==> src/sbcwd_pkg.sv <==
// ****************************************************************
// Shared constants of the watchdog and reset status block
// ****************************************************************
package sbcwd_pkg;
   // Register addresses on the serial access port
   localparam logic [6:0] WDG_CTRL_ADDR = 7'h00;
   localparam logic [6:0] MAIN_STATUS_ADDR = 7'h03;
   // Watchdog control field positions
   localparam int BEH_MSB = 7;
   localparam int BEH_LSB = 5;
   localparam int PER_MSB = 3;
   localparam int PER_LSB = 0;
   // Main status field positions
   localparam int OTW_BIT = 6;
   localparam int NORMAL_PEND_BIT = 5;
   localparam int CAUSE_MSB = 4;
   // Behaviour codes, redundant so one flipped bit never decodes
   localparam logic [2:0] BEH_AUTONOMOUS = 3'h1;
   localparam logic [2:0] BEH_TIMEOUT = 3'h2;
   localparam logic [2:0] BEH_WINDOW = 3'h4;
   // Period codes and their lengths in milliseconds
   localparam logic [3:0] PER_8 = 4'h8;
   localparam logic [3:0] PER_16 = 4'h1;
   localparam logic [3:0] PER_32 = 4'h2;
   localparam logic [3:0] PER_64 = 4'hb;
   localparam logic [3:0] PER_128 = 4'h4;
   localparam logic [3:0] PER_256 = 4'hd;
   localparam logic [3:0] PER_1024 = 4'he;
   localparam logic [3:0] PER_4096 = 4'h7;
   localparam int MS_W = 13;
   localparam logic [12:0] MS_8 = 13'h0008;
   localparam logic [12:0] MS_16 = 13'h0010;
   localparam logic [12:0] MS_32 = 13'h0020;
   localparam logic [12:0] MS_64 = 13'h0040;
   localparam logic [12:0] MS_128 = 13'h0080;
   localparam logic [12:0] MS_256 = 13'h0100;
   localparam logic [12:0] MS_1024 = 13'h0400;
   localparam logic [12:0] MS_4096 = 13'h1000;
   // Reset values of the control fields
   localparam logic [2:0] BEH_RESET = BEH_TIMEOUT;
   localparam logic [3:0] PER_RESET = PER_128;
   // Reset cause codes
   localparam logic [4:0] RC_POWER_ON = 5'h00;
   localparam logic [4:0] RC_CAN_WAKE = 5'h01;
   localparam logic [4:0] RC_PIN_WAKE = 5'h04;
   localparam logic [4:0] RC_WD_SLEEP = 5'h0c;
   localparam logic [4:0] RC_DIAG_WAKE = 5'h0d;
   localparam logic [4:0] RC_WD_EARLY = 5'h0e;
   localparam logic [4:0] RC_WD_OVERFLOW = 5'h0f;
   localparam logic [4:0] RC_ILLEGAL_CFG = 5'h10;
   localparam logic [4:0] RC_PIN_PULLED = 5'h11;
   localparam logic [4:0] RC_OTP_EXIT = 5'h12;
   localparam logic [4:0] RC_V1_UNDERVOLT = 5'h13;
   localparam logic [4:0] RC_ILL_SLEEP = 5'h14;
   localparam logic [4:0] RC_FRAME_ERR = 5'h16;
   // Timing: one millisecond at a 10 ns clock
   localparam int MS_IN_NS = 1000000;
   localparam int CLK_PERIOD_NS = 10;
   localparam int CYC_PER_MS = MS_IN_NS / CLK_PERIOD_NS;
   // Active watchdog behaviour, one-hot
   typedef enum logic [2:0] {
      WD_OFF = 3'b001,
      WD_TIMEOUT = 3'b010,
      WD_WINDOW = 3'b100
   } sbcwd_mode_t;
endpackage

==> src/sbcwd_tmr_if.sv <==
`timescale 1ns/1ps
// ****************************************************************
// Link between the control logic and the period timer
// ****************************************************************
interface sbcwd_tmr_if;
   logic run; // Timer counts while high
   logic restart; // Clears the timer this cycle
   logic [12:0] period_ms; // Active period length
   logic overflow; // One-cycle pulse at end of period
   logic first_half; // Level, inside the closed half of window
   modport ctrl (output run, output restart, output period_ms,
      input overflow, input first_half);
   modport tmr (input run, input restart, input period_ms,
      output overflow, output first_half);
endinterface

==> src/sbcwd_top.sv <==
`timescale 1ns/1ps
module sbcwd_top #(
   parameter int CYC_PER_MS = sbcwd_pkg::CYC_PER_MS
) (
   input wire logic I_CLK,
   input wire logic I_SYS_RST,
   input wire logic I_CE,
   // Decoded serial register access
   input wire logic I_SPI_VALID,
   input wire logic I_SPI_WRITE,
   input wire logic [6:0] I_SPI_ADDR,
   input wire logic [7:0] I_SPI_WDATA,
   output logic [7:0] O_SPI_RDATA,
   output logic O_SPI_DISCARD,
   // Chip operating mode and configuration levels
   input wire logic I_MODE_NORMAL,
   input wire logic I_MODE_STANDBY,
   input wire logic I_MODE_SLEEP,
   input wire logic I_WAKE_PENDING,
   input wire logic I_FORCED_NORMAL_CONFIG,
   input wire logic I_SW_DEVELOPMENT_CONFIG,
   input wire logic I_OVERFLOW_RESET_FLAG,
   input wire logic I_SERIAL_FAILURE_ENABLE,
   input wire logic I_OVERTEMP_WARNING,
   // Reset causes reported by the rest of the chip
   input wire logic I_CAUSE_CAN_WAKE,
   input wire logic I_CAUSE_PIN_WAKE,
   input wire logic I_CAUSE_DIAG_WAKE,
   input wire logic I_CAUSE_OTP_EXIT,
   input wire logic I_CAUSE_FRAME_ERR,
   input wire logic I_CAUSE_PIN_PULLED,
   input wire logic I_CAUSE_UNDERVOLT,
   input wire logic I_CAUSE_ILL_SLEEP,
   // Results towards the mode control
   output logic O_RESET_REQ,
   output logic O_SERIAL_FAILURE_EVENT,
   output logic O_WD_OVERFLOW_EVENT,
   output logic [2:0] O_WD_ACTIVE_MODE,
   output logic [7:0] O_MAIN_STATUS
);
   // ****************************************************************
   // Elaboration checks
   // ****************************************************************
   // The period timer needs at least one cycle per millisecond
   generate
      if (CYC_PER_MS < 1) begin : g_bad_rate
         $error("CYC_PER_MS must be at least one");
      end
   endgenerate

   // ****************************************************************
   // Stored state
   // ****************************************************************
   logic [2:0] beh_reg; // Selected watchdog behaviour code
   logic [2:0] beh_next;
   logic [3:0] per_reg; // Selected period code
   logic [3:0] per_next;
   logic otw_reg; // Registered overtemperature warning
   logic normal_pend_reg; // High until Normal mode is seen
   logic [4:0] cause_reg; // Latest reset cause
   logic [4:0] cause_next;
   logic [2:0] act_reg; // Behaviour active in the last cycle
   logic [7:0] rdata_reg; // Read data towards the serial port
   logic discard_reg; // Access refused pulse
   logic rst_req_reg; // Reset mode request pulse
   logic fail_reg; // Serial failure event pulse
   logic ovf_evt_reg; // Overflow without reset pulse

   // ****************************************************************
   // Access decode
   // ****************************************************************
   // Fields of the incoming control write
   wire [2:0] wr_beh = I_SPI_WDATA[sbcwd_pkg::BEH_MSB:sbcwd_pkg::BEH_LSB];
   wire [3:0] wr_per = I_SPI_WDATA[sbcwd_pkg::PER_MSB:sbcwd_pkg::PER_LSB];
   wire wr_beh_ok; // Written behaviour code is legal
   wire wr_per_ok; // Written period code is legal
   wire cur_beh_ok; // Stored behaviour code is legal
   wire [12:0] cur_ms; // Length of the stored period
   // Control register write strobe
   wire ctrl_wr = I_SPI_VALID && I_SPI_WRITE &&
      (I_SPI_ADDR == sbcwd_pkg::WDG_CTRL_ADDR);
   // Reads of either register
   wire ctrl_rd = I_SPI_VALID && !I_SPI_WRITE &&
      (I_SPI_ADDR == sbcwd_pkg::WDG_CTRL_ADDR);
   wire stat_rd = I_SPI_VALID && !I_SPI_WRITE &&
      (I_SPI_ADDR == sbcwd_pkg::MAIN_STATUS_ADDR);
   // Both fields must decode, otherwise nothing is stored
   wire wr_codes_ok = wr_beh_ok && wr_per_ok;
   wire bad_code = ctrl_wr && !wr_codes_ok;
   // Any change of behaviour or period compared with what is held
   wire cfg_change = (wr_beh != beh_reg) || (wr_per != per_reg);
   // Reconfiguration in Normal mode is treated as a fault
   wire illegal_cfg = ctrl_wr && wr_codes_ok && I_MODE_NORMAL &&
      cfg_change;
   // A clean write stores the fields and triggers the watchdog
   wire accept = ctrl_wr && wr_codes_ok && !illegal_cfg;

   // Write-side decoder
   sbcwd_code_dec u_wr_dec (
      .i_beh(wr_beh),
      .i_per(wr_per),
      .o_beh_ok(wr_beh_ok),
      .o_per_ok(wr_per_ok),
      .o_period_ms()
   );
   // Decoder of the held setting, gives the running period
   sbcwd_code_dec u_cur_dec (
      .i_beh(beh_reg),
      .i_per(per_reg),
      .o_beh_ok(cur_beh_ok),
      .o_per_ok(),
      .o_period_ms(cur_ms)
   );

   // ****************************************************************
   // Active behaviour selection
   // ****************************************************************
   // Working copies of the held code, legal by construction
   wire sel_window = cur_beh_ok && (beh_reg == sbcwd_pkg::BEH_WINDOW);
   wire sel_timeout = cur_beh_ok && (beh_reg == sbcwd_pkg::BEH_TIMEOUT);
   wire sel_auto = cur_beh_ok && (beh_reg == sbcwd_pkg::BEH_AUTONOMOUS);
   // Standby or Sleep lets the watchdog wake the host cyclically
   wire low_power = I_MODE_STANDBY || I_MODE_SLEEP;
   // Autonomous runs in Normal, or in Standby with a wake pending
   wire auto_run = sel_auto && !I_SW_DEVELOPMENT_CONFIG &&
      (I_MODE_NORMAL || (I_MODE_STANDBY && I_WAKE_PENDING));
   // Window and Timeout selections both count in the low modes
   wire wt_run = (sel_window || sel_timeout) &&
      (low_power || I_MODE_NORMAL);
   // Window is only opened in Normal mode
   wire win_on = sel_window && I_MODE_NORMAL;
   sbcwd_pkg::sbcwd_mode_t act_mode; // Behaviour in force now
   // Forced normal overrides every other setting
   always_comb begin
      if (I_FORCED_NORMAL_CONFIG) begin
         act_mode = sbcwd_pkg::WD_OFF;
      end else if (win_on) begin
         act_mode = sbcwd_pkg::WD_WINDOW;
      end else if (wt_run || auto_run) begin
         act_mode = sbcwd_pkg::WD_TIMEOUT;
      end else begin
         act_mode = sbcwd_pkg::WD_OFF;
      end
   end
   // A change of behaviour restarts the count in the new regime
   wire mode_change = (act_mode != act_reg);

   // ****************************************************************
   // Timer and its outcomes
   // ****************************************************************
   sbcwd_tmr_if tif ();
   sbcwd_timer #(
      .CYC_PER_MS(CYC_PER_MS)
   ) u_timer (
      .i_clk(I_CLK),
      .i_rst(I_SYS_RST),
      .i_ce(I_CE),
      .tif(tif)
   );
   // Trigger inside the closed first half of a window period
   wire early = accept && (act_mode == sbcwd_pkg::WD_WINDOW) &&
      tif.first_half;
   // The count ran out while the watchdog was active
   wire ovf_hit = tif.overflow && (act_reg != sbcwd_pkg::WD_OFF);
   wire ovf_sleep = ovf_hit && I_MODE_SLEEP;
   // Overflow that forces a reset outside Sleep
   wire ovf_reset = ovf_hit && !I_MODE_SLEEP &&
      ((act_reg == sbcwd_pkg::WD_WINDOW) || I_OVERFLOW_RESET_FLAG);
   // Overflow that only reports
   wire ovf_quiet = ovf_hit && !I_MODE_SLEEP && !ovf_reset;
   // Any watchdog-caused reset of the chip
   wire wd_reset = early || ovf_sleep || ovf_reset || illegal_cfg;
   assign tif.run = (act_mode != sbcwd_pkg::WD_OFF);
   // New period or behaviour acts from the write onward
   assign tif.restart = accept || mode_change || wd_reset;
   assign tif.period_ms = cur_ms;

   // ****************************************************************
   // Next values of the configuration and cause
   // ****************************************************************
   // Stored fields change only on an accepted write
   assign beh_next = accept ? wr_beh : beh_reg;
   assign per_next = accept ? wr_per : per_reg;
   // Watchdog causes first, then the chip causes in fixed order;
   // simultaneous causes are rare, one code must win
   always_comb begin
      if (illegal_cfg) begin
         cause_next = sbcwd_pkg::RC_ILLEGAL_CFG;
      end else if (early) begin
         cause_next = sbcwd_pkg::RC_WD_EARLY;
      end else if (ovf_sleep) begin
         cause_next = sbcwd_pkg::RC_WD_SLEEP;
      end else if (ovf_reset) begin
         cause_next = sbcwd_pkg::RC_WD_OVERFLOW;
      end else if (I_CAUSE_UNDERVOLT) begin
         cause_next = sbcwd_pkg::RC_V1_UNDERVOLT;
      end else if (I_CAUSE_PIN_PULLED) begin
         cause_next = sbcwd_pkg::RC_PIN_PULLED;
      end else if (I_CAUSE_ILL_SLEEP) begin
         cause_next = sbcwd_pkg::RC_ILL_SLEEP;
      end else if (I_CAUSE_OTP_EXIT) begin
         cause_next = sbcwd_pkg::RC_OTP_EXIT;
      end else if (I_CAUSE_CAN_WAKE) begin
         cause_next = sbcwd_pkg::RC_CAN_WAKE;
      end else if (I_CAUSE_PIN_WAKE) begin
         cause_next = sbcwd_pkg::RC_PIN_WAKE;
      end else if (I_CAUSE_DIAG_WAKE) begin
         cause_next = sbcwd_pkg::RC_DIAG_WAKE;
      end else if (I_CAUSE_FRAME_ERR) begin
         cause_next = sbcwd_pkg::RC_FRAME_ERR;
      end else begin
         cause_next = cause_reg;
      end
   end

   // ****************************************************************
   // Read data and status word
   // ****************************************************************
   // Reserved bits read as zero
   wire [7:0] ctrl_word = {beh_reg, 1'b0, per_reg};
   wire [7:0] stat_word = {1'b0, otw_reg, normal_pend_reg, cause_reg};
   // Unmapped addresses read as zero
   wire [7:0] rd_mux = ctrl_rd ? ctrl_word :
      (stat_rd ? stat_word : 8'h00);

   // ****************************************************************
   // Configuration registers
   // ****************************************************************
   // Power-up defaults: Timeout behaviour, 128 ms period
   always_ff @(posedge I_CLK) begin
      if (I_SYS_RST) begin
         beh_reg <= sbcwd_pkg::BEH_RESET;
         per_reg <= sbcwd_pkg::PER_RESET;
      end else if (I_CE) begin
         beh_reg <= beh_next;
         per_reg <= per_next;
      end
   end

   // ****************************************************************
   // Status registers
   // ****************************************************************
   // Writes to the status address are not decoded, so it stays
   // read only and raises nothing
   always_ff @(posedge I_CLK) begin
      if (I_SYS_RST) begin
         otw_reg <= 1'b0;
         normal_pend_reg <= 1'b1;
         cause_reg <= sbcwd_pkg::RC_POWER_ON;
      end else if (I_CE) begin
         otw_reg <= I_OVERTEMP_WARNING;
         if (I_MODE_NORMAL) begin
            normal_pend_reg <= 1'b0;
         end
         cause_reg <= cause_next;
      end
   end

   // ****************************************************************
   // Event pulses and read data
   // ****************************************************************
   // Pulses last one enabled cycle; the mode control latches them
   always_ff @(posedge I_CLK) begin
      if (I_SYS_RST) begin
         act_reg <= sbcwd_pkg::WD_OFF;
         rdata_reg <= 8'h00;
         discard_reg <= 1'b0;
         rst_req_reg <= 1'b0;
         fail_reg <= 1'b0;
         ovf_evt_reg <= 1'b0;
      end else if (I_CE) begin
         act_reg <= act_mode;
         if (ctrl_rd || stat_rd || I_SPI_VALID) begin
            rdata_reg <= rd_mux;
         end
         discard_reg <= bad_code;
         rst_req_reg <= wd_reset;
         fail_reg <= I_SERIAL_FAILURE_ENABLE &&
            (bad_code || illegal_cfg);
         ovf_evt_reg <= ovf_quiet;
      end
   end

   // ****************************************************************
   // Outputs
   // ****************************************************************
   assign O_SPI_RDATA = rdata_reg;
   assign O_SPI_DISCARD = discard_reg;
   assign O_RESET_REQ = rst_req_reg;
   assign O_SERIAL_FAILURE_EVENT = fail_reg;
   assign O_WD_OVERFLOW_EVENT = ovf_evt_reg;
   assign O_WD_ACTIVE_MODE = act_reg;
   assign O_MAIN_STATUS = stat_word;
endmodule

==> src/sbcwd_code_dec.sv <==
`timescale 1ns/1ps
// ****************************************************************
// Decoder of the redundant behaviour and period codes
// ****************************************************************
module sbcwd_code_dec (
   input wire logic [2:0] i_beh,
   input wire logic [3:0] i_per,
   output logic o_beh_ok,
   output logic o_per_ok,
   output logic [12:0] o_period_ms
);
   // Only the exact codes count; any other pattern is refused
   assign o_beh_ok = (i_beh == sbcwd_pkg::BEH_AUTONOMOUS) ||
      (i_beh == sbcwd_pkg::BEH_TIMEOUT) ||
      (i_beh == sbcwd_pkg::BEH_WINDOW);
   // Period lookup, zero length marks an invalid code
   always_comb begin
      unique case (i_per)
         sbcwd_pkg::PER_8: o_period_ms = sbcwd_pkg::MS_8;
         sbcwd_pkg::PER_16: o_period_ms = sbcwd_pkg::MS_16;
         sbcwd_pkg::PER_32: o_period_ms = sbcwd_pkg::MS_32;
         sbcwd_pkg::PER_64: o_period_ms = sbcwd_pkg::MS_64;
         sbcwd_pkg::PER_128: o_period_ms = sbcwd_pkg::MS_128;
         sbcwd_pkg::PER_256: o_period_ms = sbcwd_pkg::MS_256;
         sbcwd_pkg::PER_1024: o_period_ms = sbcwd_pkg::MS_1024;
         sbcwd_pkg::PER_4096: o_period_ms = sbcwd_pkg::MS_4096;
         default: o_period_ms = 13'h0000;
      endcase
   end
   assign o_per_ok = (o_period_ms != 13'h0000);
endmodule

==> src/sbcwd_timer.sv <==
`timescale 1ns/1ps
// ****************************************************************
// Millisecond period timer
// ****************************************************************
module sbcwd_timer #(
   parameter int CYC_PER_MS = sbcwd_pkg::CYC_PER_MS
) (
   input wire logic i_clk,
   input wire logic i_rst,
   input wire logic i_ce,
   sbcwd_tmr_if.tmr tif
);
   localparam int PW = (CYC_PER_MS > 1) ? $clog2(CYC_PER_MS) : 1;
   localparam logic [PW-1:0] PRE_LAST = PW'(CYC_PER_MS - 1);
   // Refuse a prescale that cannot make a millisecond tick
   generate
      if (CYC_PER_MS < 1) begin : g_bad
         $error("CYC_PER_MS must be at least one");
      end
   endgenerate
   logic [PW-1:0] pre_reg; // Cycles inside the current millisecond
   logic [12:0] ms_reg; // Whole milliseconds elapsed
   logic ovf_reg; // Overflow pulse
   wire ms_tick = tif.run && (pre_reg == PRE_LAST);
   wire ms_last = (ms_reg == (tif.period_ms - 13'h0001));
   wire [12:0] half_ms = {1'b0, tif.period_ms[12:1]};
   assign tif.overflow = ovf_reg;
   assign tif.first_half = (ms_reg < half_ms);
   // Restart or stop clears the count, so new settings act at once
   always_ff @(posedge i_clk) begin
      if (i_rst) begin
         pre_reg <= '0;
         ms_reg <= 13'h0000;
         ovf_reg <= 1'b0;
      end else if (i_ce) begin
         // A trigger landing on the last tick still counts as in time
         ovf_reg <= ms_tick && ms_last && !tif.restart;
         if (tif.restart || !tif.run) begin
            pre_reg <= '0;
            ms_reg <= 13'h0000;
         end else if (ms_tick) begin
            pre_reg <= '0;
            ms_reg <= ms_last ? 13'h0000 : ms_reg + 13'h0001;
         end else begin
            pre_reg <= pre_reg + PW'(1);
         end
      end
   end
endmodule

==> config.mk <==
export PLATFORM = sky130hd
export DESIGN_NAME = sbcwd_top
export DESIGN_NICKNAME = d
export VERILOG_FILES = /design/src/sbcwd_pkg.sv /design/src/sbcwd_tmr_if.sv /design/src/sbcwd_top.sv /design/src/sbcwd_code_dec.sv /design/src/sbcwd_timer.sv
export SDC_FILE = /design/constraint.sdc
export NUM_CORES = 1
export LEC_CHECK = 0
export ABC_AREA = 1
export BUFFER_PORTS_ARGS = -buffer_cell sky130_fd_sc_hd__buf_2
export CAP_MARGIN = 25
export CORE_AREA = 3 3 65 128
export DETAILED_ROUTE_END_ITERATION = 7
export DIE_AREA = 0 0 68 131
export PLACE_DENSITY = 0.78
export SYNTH_ARGS = -nofsm -noshare
export SYNTH_HDL_FRONTEND = slang
export SYNTH_SLANG_ARGS = --single-unit
==> constraint.sdc <==
create_clock -name I_CLK -period 2.28 [get_ports I_CLK]
set_input_delay 0.342 -clock I_CLK [delete_from_list [all_inputs] [get_ports I_CLK]]
set_output_delay 0.342 -clock I_CLK [all_outputs]
set_load 0.005 [all_outputs]
==> flow_summary.yaml, run 1 <==
run_status:
  status: "complete, no violations"
worst_hold_path:
  hold_start: "I_OVERTEMP_WARNING"
  min_to: "otw_reg"
  holdPathStages: 3
  min_path_type: "in -> reg"
setup_path:
  worstRegToRegCells: 16
  slowest_stage: "dfxtp_2"
  crit_required_ps: 2510
  r2r_slack_ps: 90
  start_kind: "register"
  slowest_delay_ps: 330
  crit_arrival_ps: 2420
  path_buf_inv: 2
  cp_top_family: "simple AND/OR/NAND/NOR gates"
  crit_fanout: 5
  rr_startpoint: "u_cur_dec.o_period_ms[12]"
  end_kind: "register"
  timing.rr.end: "u_timer.ms_reg[7]"
  path_class: "reg -> reg"
  path_cells: "inv_2 -> ha_4 -> nand2_1 -> nor3_2 -> nand2_1 -> a21oi_2 -> nor2_2 -> nand3_2 -> nand3_4 -> nor2_4 -> nand2_4 -> nand2_8 -> clkbuf_16 -> nand2_1 -> nand2_1 -> nor2_1"
  cp_common_cell: "nand2_1"
  path_depth: 16
floorplanning:
  dieArea_um2: 8910
  row_count: 45
  fp.coreArea_um2: 7540
  initial_core_util_pct: 57.2
  pin_count: 60
  fp.dieW_um: 68
  die_y_um: 131
synth:
  synth_edf_count: 0
  synth.area.mux_share_pct: 0
  synth_compound_area_share_pct: 10.2
  synth_xor_area_share_pct: 6.90
  synth-simple-area-share_pct: 38.7
  syn-cell-area_um2: 4310
  synth-seq-cells: 68
  synth_ff_type: "dfxtp_1"
  synth.distinct_cells: 40
  synth_fa_ha_area_share_pct: 2.90
  synth_top_family_by_area: "simple AND/OR/NAND/NOR gates"
  synthCells: 663
  synth_area_leaders: "dfxtp_1 32%, nand2_1 13%, nor2_1 9.6%, inv_1 6.9%, xor2_1 4.3%"
  synthesis.nets: 710
  yosysSeqAreaShare_pct: 31.6
  synth_top_cell_by_area: "dfxtp_1"
  yosys_warnings: 0
  async_flop_share_pct: 0
  syn_area_per_cell_um2: 6.51
  synth.top_cell.area_share_pct: 31.6
clocking:
  htreeDepth: 3
  cts-buffers-inserted: 9
  clockBufferDepth: 2
  clock_latency_ps: 340
  cts-root-buf: "clkbuf_16"
  cts_tree: "done"
  clk_pin_slew_ps: 60
  postCtsHoldBufs: 0
  cts_sinks: 68
routing:
  first_pass_iters: 5
  drtAntennaViolNets: 0
  wl_per_cell_um: 14.4
  drt_iter0_markers: 255
  drc: 0
  wl_mm: 12.0
  via_per_inst: 5.49
  vias: 4592
pwr:
  power.internal_mw: 2.27
  swShare_pct: 26.4
  power_frac_clock_pct: 45.6
  power.density_nw_per_um2: 585
  p_leak_nw: 2.38
  seqPwrFrac_pct: 40.9
  power_mw: 3.09
  p_comb_share_pct: 13.5
  irDropWorstVdd_v: 0.000456
  net-switching-power_mw: 0.814
grt:
  use_met1_pct: 26.7
  first_global_vias: 4526
  grtUsageMet2_pct: 53.4
  grtUsageTotal_pct: 27.9
  antenna_found_initial: 0
  grt_max_degree: 28
  grt_pass1_wl_mm: 19.3
  overflow: 0
  grt.busiest_layer: "met2"
  use_met3_pct: 5.22
finish:
  area_delta_synth_final_pct: 22.2
  final_cell_mix: "153 x nand2_1, 105 x nor2_1, 77 x inv_1"
  final_common_cell: "nand2_1"
  largest_reg_flops: 17
  final_nets: 785
  final_area_um2: 5270
  layout-drive-gt1-share_pct: 20.9
  diodes: 0
placed_design:
  routabilityCongestion: 0.893
  hpwl_mm: 8.93
  dpl_cell_area_um2: 4750
  portBuffers: 57
sta:
  min_period_ps: 2190
  fmax_mhz: 456
  clock_skew_ps: 6.94
  drv_slew: 0
  setup_viol: 0
  hold_viol_final: 0
  finalCritPeriodShare_pct: 96.1
flow_run:
  maxCapViolations: 0
## worst min-delay path, cell delays in order
cell    delay (ps)
buf_2           80
nor2_1          40
nor2_1          90
## routing by layer
layer,vias to the layer above,wire length [um]
met5,-,0
met4,0,561
met3,49,526
met2,178,6670
met1,2097,4270
li1,2268,-
## power by group through the flow
stage / sequential [mW] / combinational [mW] / clock (mW)
finish: 1.26 / 0.415 / 1.41
global route: 1.27 / 0.467 / 1.46
CTS: 1.26 / 0.381 / 1.43
detailed placement: 1.29 / 0.376 / 0
global placement: 1.28 / 0.362 / 0
floorplan: 1.28 / 0.244 / 0
## cell type report
| class | count | area (um2) |
|---|---|---|
| flip-flops and latches | 68 | 1370 |
| multi-input cells | 496 | 2650 |
| repair buffers | 83 | 532 |
| clock inverters | 6 | 63.8 |
| clock buffers | 10 | 239 |
| inverters | 80 | 300 |
| well taps | 94 | 118 |
| fillers | 641 | 2270 |
## metrics by stage
stage,std cells,setup WS (ps),utilization (%),hold WS (ps),TNS [ps]
after global routing,837,-69.3,69.9,262,-821
after global placement,814,80.2,63.0,456,0
after CTS,830,2.82,67.2,238,0
after detailed placement,814,7.60,63.0,455,0
after floorplan,663,267,-,450,0
final,837,87.8,69.9,245,0
## what timing repair did
| item | CTS | global route |
|---|---|---|
| setup endpoints to repair | 6 | 40 |
| buffers inserted | 0 | 4 |
| gates resized for setup | 2 | 28 |
| pin swaps | 0 | 8 |
| cloned | 0 | 3 |
## Yosys cell counts (2+ instances only)
library cell and instances:
dfxtp_1 68, nand2_1 155, nand2_4 3, inv_1 79
buf_6 2, o21ai_2 2, clkbuf_1 9, ha_1 10
or2_2 5, nor3_1 16, nor2_2 2, a21oi_1 33
buf_4 3, nand3_2 2, nand4_1 19, buf_2 2
nor2_1 110, or2_1 2, nor4_1 6, nand3b_1 2
xor2_1 21, a31oi_1 3, o21ai_0 36, o21ai_1 2
nand3_1 34, xnor2_1 13, nor2_4 11
## cell families (layout without fill, tap and decap cells)
family	count (synthesis)	after routing
simple gates	369	369
compound gates	82	82
fa+ha+maj	10	10
flops	68	68
xor+xnor	34	34
buf+inv	99	179
other cells	1	1
## worst max path at each step
| stage | start | endpoint | slack (ps) |
|---|---|---|---|
| floorplan | u_cur_dec.o_period_ms[12] | u_timer.ms_reg[11] | 270 |
| global placement | u_cur_dec.o_period_ms[12] | u_timer.pre_reg[3] | 80 |
| detailed placement | u_cur_dec.o_period_ms[12] | u_timer.pre_reg[0] | 8 |
| CTS | u_cur_dec.o_period_ms[12] | u_timer.ms_reg[2] | 3 |
| global route | u_cur_dec.o_period_ms[10] | u_timer.ms_reg[7] | -70 |
| finish | u_cur_dec.o_period_ms[12] | u_timer.ms_reg[7] | 90 |
Note: power is estimated with default switching activity, not from simulation.
==> inputs of run 2 (changes only) <==
--- a/config.mk
+++ b/config.mk
@@ -11,7 +11,7 @@
 export CORE_AREA = 3 3 65 128
 export DETAILED_ROUTE_END_ITERATION = 7
 export DIE_AREA = 0 0 68 131
-export PLACE_DENSITY = 0.78
+export PLACE_DENSITY = 0.79
 export SYNTH_ARGS = -nofsm -noshare
 export SYNTH_HDL_FRONTEND = slang
 export SYNTH_SLANG_ARGS = --single-unit
==> run 2 against run 1 <==
The flow now finishes with violations (setup timing). Largest power group unchanged. Routed wire length rose by 2.9%. Clock-buffer cell count rose by 1. Setup slack got worse by 180 ps. Critical path type unchanged. Die area did not move. Critical endpoint is now u_timer.ms_reg[5]. Largest cell class unchanged.
==> flow_summary.yaml, run 2 (same netlist as run 1, synthesis figures left out) <==
placed_design:
  portBuffers: 57
  dpl_cell_area_um2: 4730
  hpwl_mm: 8.67
  routabilityCongestion: 0.936
setup_path:
  timing.rr.end: "u_timer.ms_reg[5]"
  slowest_stage: "dfxtp_1"
  crit_arrival_ps: 2580
  path_class: "reg -> reg"
  crit_required_ps: 2490
  end_kind: "register"
  slowest_delay_ps: 380
  worstRegToRegCells: 13
  rr_startpoint: "u_cur_dec.o_period_ms[5]"
  r2r_slack_ps: -90
  path_cells: "inv_1 -> ha_1 -> a21oi_2 -> a21oi_2 -> nor2_2 -> nand3_2 -> nand3_4 -> nor2_4 -> nand2_4 -> nand2_8 -> clkbuf_16 -> nor2_1 -> nor2_1"
  crit_fanout: 6
  start_kind: "register"
clocking:
  clock_latency_ps: 340
  cts-root-buf: "clkbuf_16"
  clk_pin_slew_ps: 60
  cts_tree: "done"
  htreeDepth: 3
  cts_sinks: 68
  cts-buffers-inserted: 9
  clockBufferDepth: 2
pwr:
  p_comb_share_pct: 14.2
  p_leak_nw: 2.38
  power.internal_mw: 2.18
  power.density_nw_per_um2: 563
  net-switching-power_mw: 0.791
  swShare_pct: 26.7
  power_frac_clock_pct: 43.0
  seqPwrFrac_pct: 42.8
  irDropWorstVdd_v: 0.000574
sta:
  clock_skew_ps: 7.18
  drv_slew: 0
  tns_ps: -87.9
  min_period_ps: 2370
  setup_slack_ps: -87.9
  setup_viol: 1
  hold_viol_final: 0
  finalCritPeriodShare_pct: 104
  fmax_mhz: 422
grt:
  antenna_found_initial: 0
  grt_pass1_wl_mm: 19.2
  overflow: 0
  grtUsageTotal_pct: 28.0
  grt_max_degree: 28
  first_global_vias: 4367
run_status:
  violations: "setup timing"
  status: "complete, but fails checks"
routing:
  via_per_inst: 5.56
  first_pass_iters: 5
  drtAntennaViolNets: 0
  drt_iter0_markers: 330
  drc: 0
  vias: 4649
  wl_per_cell_um: 14.8
  wl_mm: 12.4
finish:
  final_nets: 787
  largest_reg_flops: 17
  area_delta_synth_final_pct: 22.2
  nFillCells: 669
  diodes: 0
  final_area_um2: 5270
  final_cell_mix: "153 x nand2_1, 105 x nor2_1, 76 x inv_1"
  final_common_cell: "nand2_1"
  final_core_util_pct: 69.9
  layout-drive-gt1-share_pct: 20.9
floorplanning:
  row_count: 45
  dieArea_um2: 8910
  pin_count: 60
  initial_core_util_pct: 57.2
  fp.dieW_um: 68
  fp.coreArea_um2: 7540
  die_y_um: 131
worst_hold_path:
  holdPathStages: 3
  min_to: "otw_reg"
  min_path_type: "in -> reg"
  hold_start: "I_OVERTEMP_WARNING"
flow_run:
  maxCapViolations: 0
-- run 2: cell count changes in the layout (fill, tap and decap cells not counted), sizes merged --
cell,before,now
buf,81,82
clkbuf,12,13
bufinv,1,0
clkinv,3,1
nand2,158,159
clkinvlp,2,1
-- run 2: power by group through the flow --
| stage | logic, mW | clock network [mW] | registers [mW] |
|---|---|---|---|
| finish | 0.421 | 1.28 | 1.27 |
| global route | 0.470 | 1.33 | 1.27 |
| CTS | 0.373 | 1.27 | 1.27 |
| detailed placement | 0.367 | 0 | 1.29 |
| global placement | 0.352 | 0 | 1.29 |
| floorplan | 0.244 | 0 | 1.28 |
-- run 2: worst max path at each step --
stage	start	end	slack (ps)	cells past startpoint
2_1_floorplan	u_cur_dec.o_period_ms[12]	u_timer.ms_reg[11]	270	16
3_3_place_gp	u_cur_dec.o_period_ms[3]	u_timer.ms_reg[11]	70	11
3_5_place_dp	u_cur_dec.o_period_ms[12]	u_timer.pre_reg[3]	-50	14
4_1_cts	u_cur_dec.o_period_ms[12]	u_timer.ms_reg[5]	30	16
5_1_grt	O_WD_ACTIVE_MODE[1]	u_timer.ms_reg[5]	-310	14
6_report	u_cur_dec.o_period_ms[5]	u_timer.ms_reg[5]	-90	13
-- run 2: area by class of cell --
| class | count | area (um2) | share of cell area (%) |
|---|---|---|---|
| Clock buffer | 11 | 253 | 4.80 |
| Clock inverter | 2 | 12.5 | 0.237 |
| Inverter | 80 | 300 | 5.70 |
| Multi-Input combinational cell | 497 | 2680 | 50.8 |
| Sequential cell | 68 | 1370 | 26.0 |
| Tap cell | 94 | 118 | 2.23 |
| Timing Repair Buffer | 84 | 543 | 10.3 |
-- run 2: repair_timing --
action	in CTS	in global routing
pin swaps	0	10
hold buffers	0	0
setup endpoints to repair	17	35
resized for setup	3	31
buffers inserted	0	8
gates cloned	0	4
-- run 2: stage by stage --
step	instances	power [mW]	hold slack, ps	setup slack, ps
floorplan	663	1.53	450	267
global placement	811	1.64	456	73.7
detailed placement	811	1.66	456	-49.3
CTS	824	2.91	235	28.1
global route	836	3.07	267	-305
finish	836	2.97	238	-87.9
-- run 2: critical path: cells and delay by family (launching register included) --
| family | cells | cell delay (ps) |
|---|---|---|
| and+or+nand+nor | 8 | 1040 |
| DFF | 1 | 380 |
| adders and majority gates | 1 | 330 |
| buffers and inverters | 2 | 280 |
| AOI/OAI and AO/OA | 2 | 230 |
-- run 2: metal layers --
layer | wire length (um) | global-route usage [%]
met2 | 6430 | 48.0
met4 | 704 | 19.3
met3 | 742 | 5.73
met5 | 0 | 0
met1 | 4510 | 29.4
